===== src/rtl/ea_pkg.sv =====
// Shared constants and types for the effective address generator
package ea_pkg;
    // ------------------------------------------------------------
    // Word and address geometry
    // ------------------------------------------------------------
    localparam int WORD_W = 18;
    localparam int ADDR_W = 17;
    localparam int BANK_FIELD_W = 13;
    localparam int PAGE_FIELD_W = 12;
    localparam int PTR_W = 15;
    localparam int BUS_ADDR_W = 4;
    // Instruction flag positions, bit k counted from the top sits at index 17-k
    localparam int IND_BIT = 13;
    localparam int IDX_BIT = 12;
    // Auto-increment window: offset field bits 12..3 equal one
    localparam int AUTOINC_SEL_LSB = 3;
    localparam logic [9:0] AUTOINC_TAG = 10'h001;
    localparam logic [ADDR_W-1:0] AUTOINC_BASE = 17'h00008;
    // ------------------------------------------------------------
    // Register map and fields
    // ------------------------------------------------------------
    localparam logic [BUS_ADDR_W-1:0] CTRL_OFFSET = 4'h0;
    localparam logic [BUS_ADDR_W-1:0] INDEX_OFFSET = 4'h4;
    localparam logic [BUS_ADDR_W-1:0] PC_OFFSET = 4'h8;
    localparam logic [BUS_ADDR_W-1:0] EA_OFFSET = 4'hc;
    localparam int CTRL_BANK_BIT = 0;
    localparam int CTRL_BUSY_BIT = 1;
    localparam int CTRL_VALID_BIT = 2;
    localparam logic [ADDR_W-1:0] PC_RESET = 17'h00000;
    localparam logic [WORD_W-1:0] INDEX_RESET = 18'h00000;
    localparam logic BANK_MODE_RESET = 1'b0;
    // ------------------------------------------------------------
    // Sequencer states
    // ------------------------------------------------------------
    typedef enum logic [1:0] {
        ST_IDLE,
        ST_PTR_READ,
        ST_WRITE_BACK
    } ea_state_e;
endpackage : ea_pkg


===== src/rtl/ea_former.sv =====
// Combinational address forming for direct, indexed and auto-increment cases
`timescale 1ns/1ps
module ea_former
    import ea_pkg::*;
(
    input wire logic bank_mode,
    input wire logic [WORD_W-1:0] instr,
    input wire logic [ADDR_W-1:0] pc,
    input wire logic [WORD_W-1:0] index_value,
    output logic [ADDR_W-1:0] direct_addr,
    output logic [ADDR_W-1:0] indexed_addr,
    output logic [ADDR_W-1:0] autoinc_addr,
    output logic indirect,
    output logic indexed,
    output logic autoinc_hit
);
    logic [BANK_FIELD_W-1:0] offset;
    logic [WORD_W-1:0] index_sum;

    // ------------------------------------------------------------
    // Direct address and flag decode
    // ------------------------------------------------------------
    always_comb begin
        if (bank_mode) begin
            offset = instr[BANK_FIELD_W-1:0];
            direct_addr = {pc[ADDR_W-1:BANK_FIELD_W], instr[BANK_FIELD_W-1:0]};
        end else begin
            offset = {1'b0, instr[PAGE_FIELD_W-1:0]};
            direct_addr = {pc[ADDR_W-1:PAGE_FIELD_W], instr[PAGE_FIELD_W-1:0]};
        end
    end

    // Flags; indexing exists only in page mode
    assign indirect = instr[IND_BIT];
    assign indexed = !bank_mode && instr[IDX_BIT];

    // Offsets 10..17 hit from any page, bank or block; the pointer is always in page 0
    assign autoinc_hit = (offset[BANK_FIELD_W-1:AUTOINC_SEL_LSB] == AUTOINC_TAG);
    assign autoinc_addr = AUTOINC_BASE | {14'h0000, offset[AUTOINC_SEL_LSB-1:0]};

    // Full signed index plus page base and field, truncated to 17 bits
    assign index_sum = index_value + {1'b0, pc[ADDR_W-1:PAGE_FIELD_W], instr[PAGE_FIELD_W-1:0]};
    assign indexed_addr = index_sum[ADDR_W-1:0];
endmodule : ea_former


===== src/rtl/effective_address_generator.sv =====
// Effective address generator with program counter, index register and pointer sequencer
// Behaviour
// - Direct field is bits 5-17 bank, 6-17 page
// - Instruction bit 4 selects indirect reference
// - Indirect pointer word reaches lower 32K; the auto-increment path keeps all 17 bits of the incremented word
// - Bank mode counter wraps inside its bank
// - Words 10-17 of page 0 auto-increment
// - Indirect auto-increment adds one, writes back first
// - Direct reference leaves auto-increment words alone
// - Offsets 10-17 anywhere hit page 0 pointers
// - Direct offsets 10-17 stay in own bank
// - Signed 18-bit index, 17-bit counter, 17-bit address
// - Indexing only page mode, no memory cycle
// - Indexed sum of index, counter page, field
// - Indexed addresses span all 131072 words
// - Negative index reaches below, sum truncated
// - Mode set by program or console at start
// - Page format opcode, indirect, index, 12-bit field
//
// Added by the designer: the register offsets and the strobed register port.
`timescale 1ns/1ps
module effective_address_generator
    import ea_pkg::*;
(
    input wire logic mclk,
    input wire logic resetn,
    input wire logic clk_en,
    input wire logic [BUS_ADDR_W-1:0] bus_addr,
    input wire logic [WORD_W-1:0] bus_wdata,
    input wire logic bus_wr,
    input wire logic bus_rd,
    output logic [WORD_W-1:0] bus_rdata,
    input wire logic program_start,
    input wire logic console_bank_switch,
    input wire logic pc_advance,
    input wire logic start,
    input wire logic [WORD_W-1:0] instr,
    output logic mem_rd,
    output logic mem_wr,
    output logic [ADDR_W-1:0] mem_addr,
    output logic [WORD_W-1:0] mem_wdata,
    input wire logic [WORD_W-1:0] mem_rdata,
    input wire logic mem_ack,
    output logic [ADDR_W-1:0] effective_address,
    output logic ea_valid,
    output logic busy,
    output logic bank_mode,
    output logic [ADDR_W-1:0] pc_value,
    output logic [WORD_W-1:0] index_value
);
    ea_state_e state_reg;
    logic autoinc_reg;
    logic [ADDR_W-1:0] direct_addr;
    logic [ADDR_W-1:0] indexed_addr;
    logic [ADDR_W-1:0] autoinc_addr;
    logic indirect;
    logic indexed;
    logic autoinc_hit;
    logic take;

    // ------------------------------------------------------------
    // Address forming
    // ------------------------------------------------------------
    ea_former u_former (
        .bank_mode(bank_mode),
        .instr(instr),
        .pc(pc_value),
        .index_value(index_value),
        .direct_addr(direct_addr),
        .indexed_addr(indexed_addr),
        .autoinc_addr(autoinc_addr),
        .indirect(indirect),
        .indexed(indexed),
        .autoinc_hit(autoinc_hit)
    );

    // Start is ignored while a pointer cycle is running
    assign take = clk_en && start && (state_reg == ST_IDLE);

    // ------------------------------------------------------------
    // Mode select
    // ------------------------------------------------------------
    // Console switch at program start wins over a same-cycle software write
    always_ff @(posedge mclk or negedge resetn) begin
        if (!resetn) begin
            bank_mode <= BANK_MODE_RESET;
        end else if (clk_en) begin
            if (program_start) begin
                bank_mode <= console_bank_switch;
            end else if (bus_wr && bus_addr == CTRL_OFFSET) begin
                bank_mode <= bus_wdata[CTRL_BANK_BIT];
            end
        end
    end

    // ------------------------------------------------------------
    // Program counter
    // ------------------------------------------------------------
    // Load beats advance in the same cycle
    always_ff @(posedge mclk or negedge resetn) begin
        if (!resetn) begin
            pc_value <= PC_RESET;
        end else if (clk_en) begin
            if (bus_wr && bus_addr == PC_OFFSET) begin
                pc_value <= bus_wdata[ADDR_W-1:0];
            end else if (pc_advance && bank_mode) begin
                pc_value <= {pc_value[ADDR_W-1:BANK_FIELD_W],
                             pc_value[BANK_FIELD_W-1:0] + 13'h0001};
            end else if (pc_advance) begin
                pc_value <= pc_value + 17'h00001;
            end
        end
    end

    // ------------------------------------------------------------
    // Index register
    // ------------------------------------------------------------
    always_ff @(posedge mclk or negedge resetn) begin
        if (!resetn) begin
            index_value <= INDEX_RESET;
        end else if (clk_en && bus_wr && bus_addr == INDEX_OFFSET) begin
            index_value <= bus_wdata;
        end
    end

    // ------------------------------------------------------------
    // Register read port
    // ------------------------------------------------------------
    // Unmapped offsets read zero; data stand one cycle after the strobe
    always_ff @(posedge mclk or negedge resetn) begin
        if (!resetn) begin
            bus_rdata <= '0;
        end else if (clk_en) begin
            bus_rdata <= '0;
            if (bus_rd) begin
                case (bus_addr)
                    CTRL_OFFSET: begin
                        bus_rdata[CTRL_BANK_BIT] <= bank_mode;
                        bus_rdata[CTRL_BUSY_BIT] <= busy;
                        bus_rdata[CTRL_VALID_BIT] <= ea_valid;
                    end
                    INDEX_OFFSET: bus_rdata <= index_value;
                    PC_OFFSET: bus_rdata <= {1'b0, pc_value};
                    EA_OFFSET: bus_rdata <= {1'b0, effective_address};
                    default: bus_rdata <= '0;
                endcase
            end
        end
    end

    // ------------------------------------------------------------
    // Reference sequencer and memory port
    // ------------------------------------------------------------
    // Memory requests hold until mem_ack, so slow core just stretches the cycle
    always_ff @(posedge mclk or negedge resetn) begin
        if (!resetn) begin
            state_reg <= ST_IDLE;
            autoinc_reg <= 1'b0;
            busy <= 1'b0;
            mem_rd <= 1'b0;
            mem_wr <= 1'b0;
            mem_addr <= '0;
            mem_wdata <= '0;
            effective_address <= '0;
            ea_valid <= 1'b0;
        end else if (clk_en) begin
            case (state_reg)
                ST_IDLE: begin
                    if (take && indirect) begin
                        // Indexing beside indirect is not served here, pointer wins
                        ea_valid <= 1'b0;
                        busy <= 1'b1;
                        mem_rd <= 1'b1;
                        autoinc_reg <= autoinc_hit;
                        mem_addr <= autoinc_hit ? autoinc_addr : direct_addr;
                        state_reg <= ST_PTR_READ;
                    end else if (take && indexed) begin
                        effective_address <= indexed_addr;
                        ea_valid <= 1'b1;
                    end else if (take) begin
                        // Plain direct, even at offsets 10..17 of another bank
                        effective_address <= direct_addr;
                        ea_valid <= 1'b1;
                    end
                end
                ST_PTR_READ: begin
                    if (mem_ack && autoinc_reg) begin
                        mem_rd <= 1'b0;
                        mem_wr <= 1'b1;
                        mem_wdata <= mem_rdata + 18'h00001;
                        state_reg <= ST_WRITE_BACK;
                    end else if (mem_ack) begin
                        mem_rd <= 1'b0;
                        busy <= 1'b0;
                        effective_address <= {2'b00, mem_rdata[PTR_W-1:0]};
                        ea_valid <= 1'b1;
                        state_reg <= ST_IDLE;
                    end
                end
                ST_WRITE_BACK: begin
                    // Address given only after the incremented word is stored
                    if (mem_ack) begin
                        mem_wr <= 1'b0;
                        busy <= 1'b0;
                        effective_address <= mem_wdata[ADDR_W-1:0];
                        ea_valid <= 1'b1;
                        state_reg <= ST_IDLE;
                    end
                end
                default: begin
                    state_reg <= ST_IDLE;
                    busy <= 1'b0;
                    mem_rd <= 1'b0;
                    mem_wr <= 1'b0;
                end
            endcase
        end
    end
endmodule : effective_address_generator

===== config.mk =====
export PLATFORM = sky130hd
export DESIGN_NAME = effective_address_generator
export DESIGN_NICKNAME = d
export VERILOG_FILES = /design/src/rtl/ea_pkg.sv /design/src/rtl/ea_former.sv /design/src/rtl/effective_address_generator.sv
export SDC_FILE = /design/constraint.sdc
export NUM_CORES = 1
export LEC_CHECK = 0
export BUFFER_PORTS_ARGS = -buffer_cell sky130_fd_sc_hd__buf_2
export CORE_MARGIN = 10
export CORE_UTILIZATION = 40
export CTS_CLUSTER_SIZE = 25
export DETAILED_ROUTE_END_ITERATION = 8
export PLACE_DENSITY_LB_ADDON = 0.25
export SETUP_SLACK_MARGIN = 0.4
export SLEW_MARGIN = 20
export SYNTH_ARGS = -nofsm -noshare
export SYNTH_HDL_FRONTEND = slang
export SYNTH_SLANG_ARGS = --single-unit

===== constraint.sdc =====
create_clock -name mclk -period 2.6 [get_ports mclk]
set_input_delay 0.13 -clock mclk [delete_from_list [all_inputs] [get_ports mclk]]
set_output_delay 0.13 -clock mclk [all_outputs]
set_load 0.005 [all_outputs]

==> run metrics, run 1 <==
Root Buffer=clkbuf_16; starting DRC count in detailed routing=599; syn_area_per_cell=9.06 sq um; WHS Path Cells=3; fin crit period=2.15 ns; via count=6693; PortBufs=173; yosys warns=0; fraction of layout instances using a drive strength above 1=32.4%; Synthesized Nets=841; Final Total Pwr=0.00873 W; crit path launch type=flop; CTS buffer count=17; outcome=finished clean; Fmax=0.464 GHz; clock tree buffer depth=2; overall routing resource usage=20.4%; Mapped Cells=750; Tcrit/Tclk final=82.8%; Placed Area=7960 sq um; Max Cap Viol=0; RD Place Congestion=0.904; CTS tree=done; global route hottest layer=met2; synthesized area=6790 sq um; Power Density=960 nW/um^2; clock transition at the registers of the reported paths=0.05 ns; Worst R2R Start=index_value[0]; Setup TNS Final=0 ns; Die Y=150 um; first-pass GRT wire length=36.3 mm; DRC=0; Sw Share=36.6%; Worst slew margin=57.2%; Die ar.=22600 sq um; CP max FO=4; antenna violations before repair=1; I/O Pins=178; Worst setup EP type=flop; met2 usage in global routing=33.6%; leakage power=4.25 nW; Avg WL per Cell=19.8 um; Rows=47; Cell Chain, Critical Path=ha_2 > inv_2 > fa_2 > nand2b_4 > a211oi_4 > o21ai_4 > o21ai_2 > buf_4 > nor4_1 > nor3_1; post-synth top area share=41.6%; clock skew=0.00580 ns; Final Setup Violations=0; grt met1 use=25.9%; sequential area share after synthesis=41.6%; worst slew pin tran=0.641 ns; Synth Register Bits=113; GR Util met3=4.35%; RSZ-0062 raised after global routing=true; worst reg2reg endpoint=effective_address[14]; Sink Count=113; Sw Pwr=0.00320 W; number of library cell types mapped by synthesis=67; Post-synth EDFFs=0; final instance area=9090 sq um; peak supply drop=0.000540 V; Initial Utilization=40.8%; drt via density=5.60; Data arrival, critical path=2.49 ns; Hold Path Class=input port to flop; Area Overhead vs Synth=33.9%; Core ar.=16600 sq um; Comb power frac=37.5%; setup slack, reg-to-reg=0.45 ns; Final Hold Viols=0; biggest regs=bus_rdata x18, index_value x18, mem_wdata x18; largest cells by area after synthesis=dfrtp_1 42%, nand2_1 7.3%, mux2_2 5.5%; Detailed Place HPWL=17.6 mm; final WL=23.7 mm; top_reg_cell synth=dfrtp_1; CP required=2.93 ns; Die Wd=150 um; number of nets with antenna violations after routing=0; r2r worst-path depth=10; H-tree levels=4; vias in the first global route=6542; largest net degree at the start of global routing=48; Synth async-reset ratio=100%; Clk pwr share=28.8%; CP max stage delay=0.36 ns; WP buf/inv=2; Slew Limit Fails=0; Final nets=1053; worst skew pair latency=0.42 ns; Hold Startpoint=mem_rdata[17]; Worst Hold Endpoint=mem_wdata[17]; internal power=0.00553 W; delay-heaviest family, CP=compound AO/OA/AOI/OAI gates; grt total ovfl=0; FILL cells=1535; drt first pass iters=6; critical path type=flop to flop; Crit-path slowest cell=dfrtp_1; Reg power frac=33.6%; leading area contributor after synthesis=dfrtp_1
==> synthesized netlist by cell type (all sizes together), types with 7 or more instances <==
cell type	n
nand2	133
dfrtp	113
o21ai	70
a21oi	55
nor2	36
mux2	33
nand3	30
a22oi	26
clkbuf	25
ha	22
buf	20
o2bb2ai	20
inv	15
nor3	15
xnor2	14
xor2	13
a22o	10
nand4	9
a31oi	7
and3	7
==> power groups by stage <==
stage	Sequential, W	Combinational [W]	Clock (W)
final	0.00294	0.00328	0.00252
after global routing	0.00301	0.00366	0.00263
after CTS	0.00294	0.00313	0.00254
after detailed placement	0.00296	0.00304	0
after global placement	0.00294	0.00300	0
after floorplan	0.00282	0.00176	0
==> what timing repair did <==
item,CTS,global route
hold buffers,29,0
endpoints found under the hold margin,73,0
setup buffers,1,3
cloned,0,1
pin swaps,5,8
setup endpoints to repair,9,23
resized for setup,9,28
==> through the flow <==
stage	utilization [%]	setup slack, ns	cells	hold slack (ns)
floorplan	-	0.415	750	-0.166
global placement	47.8	0.224	1129	0.193
detailed placement	47.8	0.201	1129	0.192
CTS	53.6	0.377	1191	0.0106
global route	54.6	0.313	1196	0.0184
finish	54.6	0.446	1196	0.0237
==> worst reg2reg max path: stages (launching register included) <==
cell and delay, ns:
dfrtp_1 0.36, ha_2 0.20, inv_2 0.04, fa_2 0.33
nand2b_4 0.16, a211oi_4 0.30, o21ai_4 0.14, o21ai_2 0.20
buf_4 0.14, nor4_1 0.04, nor3_1 0.17
==> layout make-up <==
type	count	area [sq um]	area share [%]
multi-input combinational	578	3860	42.4
sequential	113	2830	31.1
timing repair buffer	237	1430	15.8
clock buffer	22	484	5.32
tap	220	275	3.03
clock inverter	10	155	1.71
inverter	15	56.3	0.619
antenna	1	2.50	0.0275
==> how the worst max path moves through the flow <==
stage	start	to	slack (ns)	cells after the start
after floorplan	index_value[0]	effective_address[16]	0.42	9
after global placement	index_value[0]	effective_address[16]	0.22	9
after detailed placement	index_value[0]	effective_address[16]	0.20	9
after CTS	state_reg[1]	effective_address[13]	0.38	8
after global routing	index_value[0]	effective_address[12]	0.31	9
final	index_value[0]	effective_address[14]	0.45	10
==> cells in the final DEF (no fill, tap or decap), types with 5 or more instances in the layout <==
cell type	Yosys	layout
buf_2	9	172
nand2_1	132	132
dfrtp_1	113	113
o21ai_0	59	57
a21oi_1	55	52
buf_4	4	35
nor2_1	35	33
mux2_2	33	33
nand3_1	30	29
dlygate4sd3_1	0	29
a22oi_1	26	26
o2bb2ai_1	20	20
clkbuf_16	0	17
ha_1	22	16
xnor2_1	14	14
inv_1	15	14
xor2_1	13	13
nor3_1	13	13
a22o_1	10	10
nand4_1	8	8
o21ai_1	11	8
a31oi_1	7	7
and3_1	6	6
o22ai_1	5	5
nor2b_1	6	5
==> kinds of logic (layout without fill, tap and decap cells) <==
| group | after synthesis | after routing | synth area share (%) |
|---|---|---|---|
| AOI/OAI and AO/OA | 227 | 227 | 21.2 |
| xor gates and xnor gates | 27 | 27 | 3.48 |
| adders and majority gates | 23 | 23 | 4.35 |
| buffers and inverters | 60 | 284 | 4.16 |
| DFF | 113 | 113 | 41.6 |
| muxes | 38 | 38 | 6.76 |
| other | 0 | 1 | 0 |
| and+or+nand+nor | 262 | 263 | 18.4 |
==> layer usage <==
layer	vias up	part of all wire [%]	routed length, um
li1	3163	-	-
met1	3259	42	10100
met2	236	49	11600
met3	35	6.4	1530
met4	0	2.1	498
met5	-	0	0
(Power assumes the default switching activity.)
==> run 2, diff against run 1 <==
- ABC_AREA: unset -> 1
- clock period: 2.6 -> 2.2 ns (I/O delays scaled with it)
==> run 2 against run 1 <==
Sequential power rose by 18%. Final area rose by 7.8%. Synthesized cell count rose by 26%. Critical endpoint is now effective_address[6]. Highest routed layer unchanged.
==> run metrics, run 2 <==
Detailed Place HPWL=21.2 mm (+20%); Post-synth top cells=233 x nand2_1, 128 x inv_1, 113 x dfrtp_1; biggest regs=bus_rdata x18, index_value x18, mem_wdata x18; hold slack=0.000224 ns (-0.0235 ns); Initial Utilization=41.0% (+0.19 points); leakage power=4.94 nW (+16%); CP required=2.51 ns (-0.42 ns); largest net degree at the start of global routing=36 (-25%); Setup TNS Final=0 ns (unchanged); via count=7637 (+14%); worst reg2reg endpoint=effective_address[6]; critical path type=flop to flop; setup slack, reg-to-reg=0.31 ns (-0.13 ns); Core ar.=17400 sq um (+4.3%); Fmax=0.531 GHz (+14%); first-pass GRT wire length=42.4 mm (+17%); Worst setup EP type=flop; leading area contributor after synthesis=dfrtp_1; Synth Register Bits=113 (unchanged); clock tree buffer depth=2 (unchanged); overall routing resource usage=22.8% (+2.4 points); Final Instance Count excl. Fillers=1426 (+19%); number of library cell types mapped by synthesis=46 (-31%); CP max FO=3 (-1); final WL=28.0 mm (+18%); Slew Limit Fails=0 (unchanged); DRC=0 (unchanged); sequential area share after synthesis=39.7% (-1.9 points); Worst Hold Endpoint=index_value[10]; post-synth top area share=39.7% (-1.9 points); Worst Setup Slack, final=0.315 ns (-0.131 ns); Mapped Cells=947 (+26%); most common cell in the netlist=nand2_1; largest cells by area after synthesis=dfrtp_1 40%, nand2_1 12%, inv_1 6.8%; Sink Count=113 (unchanged); WHS Path Cells=3 (unchanged); RSZ-0062 raised after global routing=true; Final nets=1279 (+21%); Data arrival, critical path=2.19 ns (-0.30 ns); pre-CTS setup slack=0.0837 ns (-0.117 ns); Crit. Startpoint=index_value[0]; Final Hold Viols=0 (unchanged); grt total ovfl=0 (unchanged); worst slew pin tran=0.685 ns (+0.0448 ns); starting DRC count in detailed routing=676 (+13%); Power Density=1130 nW/um^2 (+18%); dpl cells=1348 (+19%); I/O Pins=178 (unchanged); Worst slew margin=54.0% (-3.2 points); Synth async-reset ratio=100% (unchanged); yosys warns=0 (unchanged); synthesized area=7120 sq um (+4.8%); clock transition at the registers of the reported paths=0.06 ns (about the same); PortBufs=173 (unchanged); Crit-path slowest cell=dfrtp_1; Max Cap Viol=0 (unchanged); H-tree levels=4 (unchanged); Post-synth EDFFs=0 (unchanged); peak supply drop=0.000665 V (+23%); commonest non-fill, non-tap cell in the layout=nand2_1; fin crit period=1.89 ns (-0.269 ns); Synthesized Nets=1038 (+23%); Tcrit/Tclk final=85.7% (+2.9 points); Rows=48 (+2.1%); worst skew pair latency=0.43 ns (about the same); number of nets with antenna violations after routing=0 (unchanged); Worst R2R Start=index_value[0]; antenna violations before repair=0 (-1); Cell Chain, Critical Path=ha_2 > inv_2 > fa_2 > inv_2 > buf_4 > nand2_4 > nand3_4 > buf_4 > xor2_2 > o21ai_2 > a21oi_2; CP max stage delay=0.39 ns (+0.03 ns); delay-heaviest family, CP=adder cells; Die ar.=23500 sq um (+4.1%); drt first pass iters=7 (+1); Root Buffer=clkbuf_16; Final Setup Violations=0 (unchanged); Hold Path Class=input port to flop; Finished Core Util=56.5% (+1.8 points); Area Overhead vs Synth=37.7%; syn_area_per_cell=7.52 sq um (-17%); Die Y=153 um (+2.0%); clock skew=0.0112 ns (+0.00541 ns); top_reg_cell synth=dfrtp_1; diode count=0 (-1); commonest non-fill, non-tap cells in the layout=212 x nand2_1, 172 x buf_2, 120 x inv_1; outcome=finished clean; Die Wd=153 um (+2.0%); r2r worst-path depth=11 (+1); drt via density=5.36 (-4.3%); vias in the first global route=7477 (+14%); fraction of layout instances using a drive strength above 1=32.6% (+0.15 points); Avg WL per Cell=19.6 um (-1.1%); CTS buffer count=17 (unchanged); RD Place Congestion=0.983 (+8.7%); crit path launch type=flop; CTS tree=done; WP buf/inv=4 (+2); Hold Startpoint=bus_wdata[10]
-- run 2: what timing repair did --
action,CTS,global route
pin swaps,3,32
endpoints found under the hold margin,50,0
buffers inserted,10,16
resized for setup,37,81
setup endpoints to repair,21,39
hold buffers,20,0
-- run 2: cells by family (layout without fill, tap and decap cells) --
group                    after synthesis  count (layout)  share of synthesized area (%)
flip-flops                           113             113                           39.7
adder cells (fa/ha/maj)               23              23                           4.15
XOR/XNOR                              23              23                           2.83
AND/OR/NAND/NOR                      399             399                           25.0
AO/OA/AOI/OAI                        214             214                           17.4
buffers and inverters                167             421                           9.58
multiplexers                           8               8                           1.27
-- run 2: layer usage --
metal	GRT usage, %	vias up	routed length [um]
li1	-	3615	-
met2	35.6	318	12900
met1	29.6	3657	11900
met5	0	-	0
met4	6.84	0	726
met3	6.76	47	2440
-- run 2: tightest hold or removal path, delay by kind of cell --
kind | cells | cell delay (ns)
buffers and inverters | 2 | 0.17
AO/OA/AOI/OAI | 1 | 0.09
-- run 2: worst max-delay path by stage --
stage	end	cells after the start
floorplan	effective_address[16]	14
global placement	effective_address[1]	9
detailed placement	effective_address[4]	9
CTS	mem_addr[14]	8
global route	effective_address[6]	11
finish	effective_address[6]	11
-- run 2: where the power goes --
group          internal, W  total (W)  switching, W
sequential         0.00277    0.00347      0.000696
combinational      0.00198    0.00476       0.00278
clock              0.00180    0.00284       0.00104
-- run 2: layout make-up --
type | count | area, sq um
inverter | 139 | 553
fill | 1642 | 7550
clock buffer | 21 | 450
sequential | 113 | 2840
multi-input combinational | 667 | 4010
clock inverter | 11 | 138
timing repair buffer | 250 | 1540
tap | 225 | 282
-- run 2: through the flow --
stage               power, W  area, sq um
CTS                   0.0106         9370
detailed placement   0.00741         8350
global route          0.0118         9800
finish                0.0111         9800
floorplan            0.00554         7120
global placement     0.00736         8350
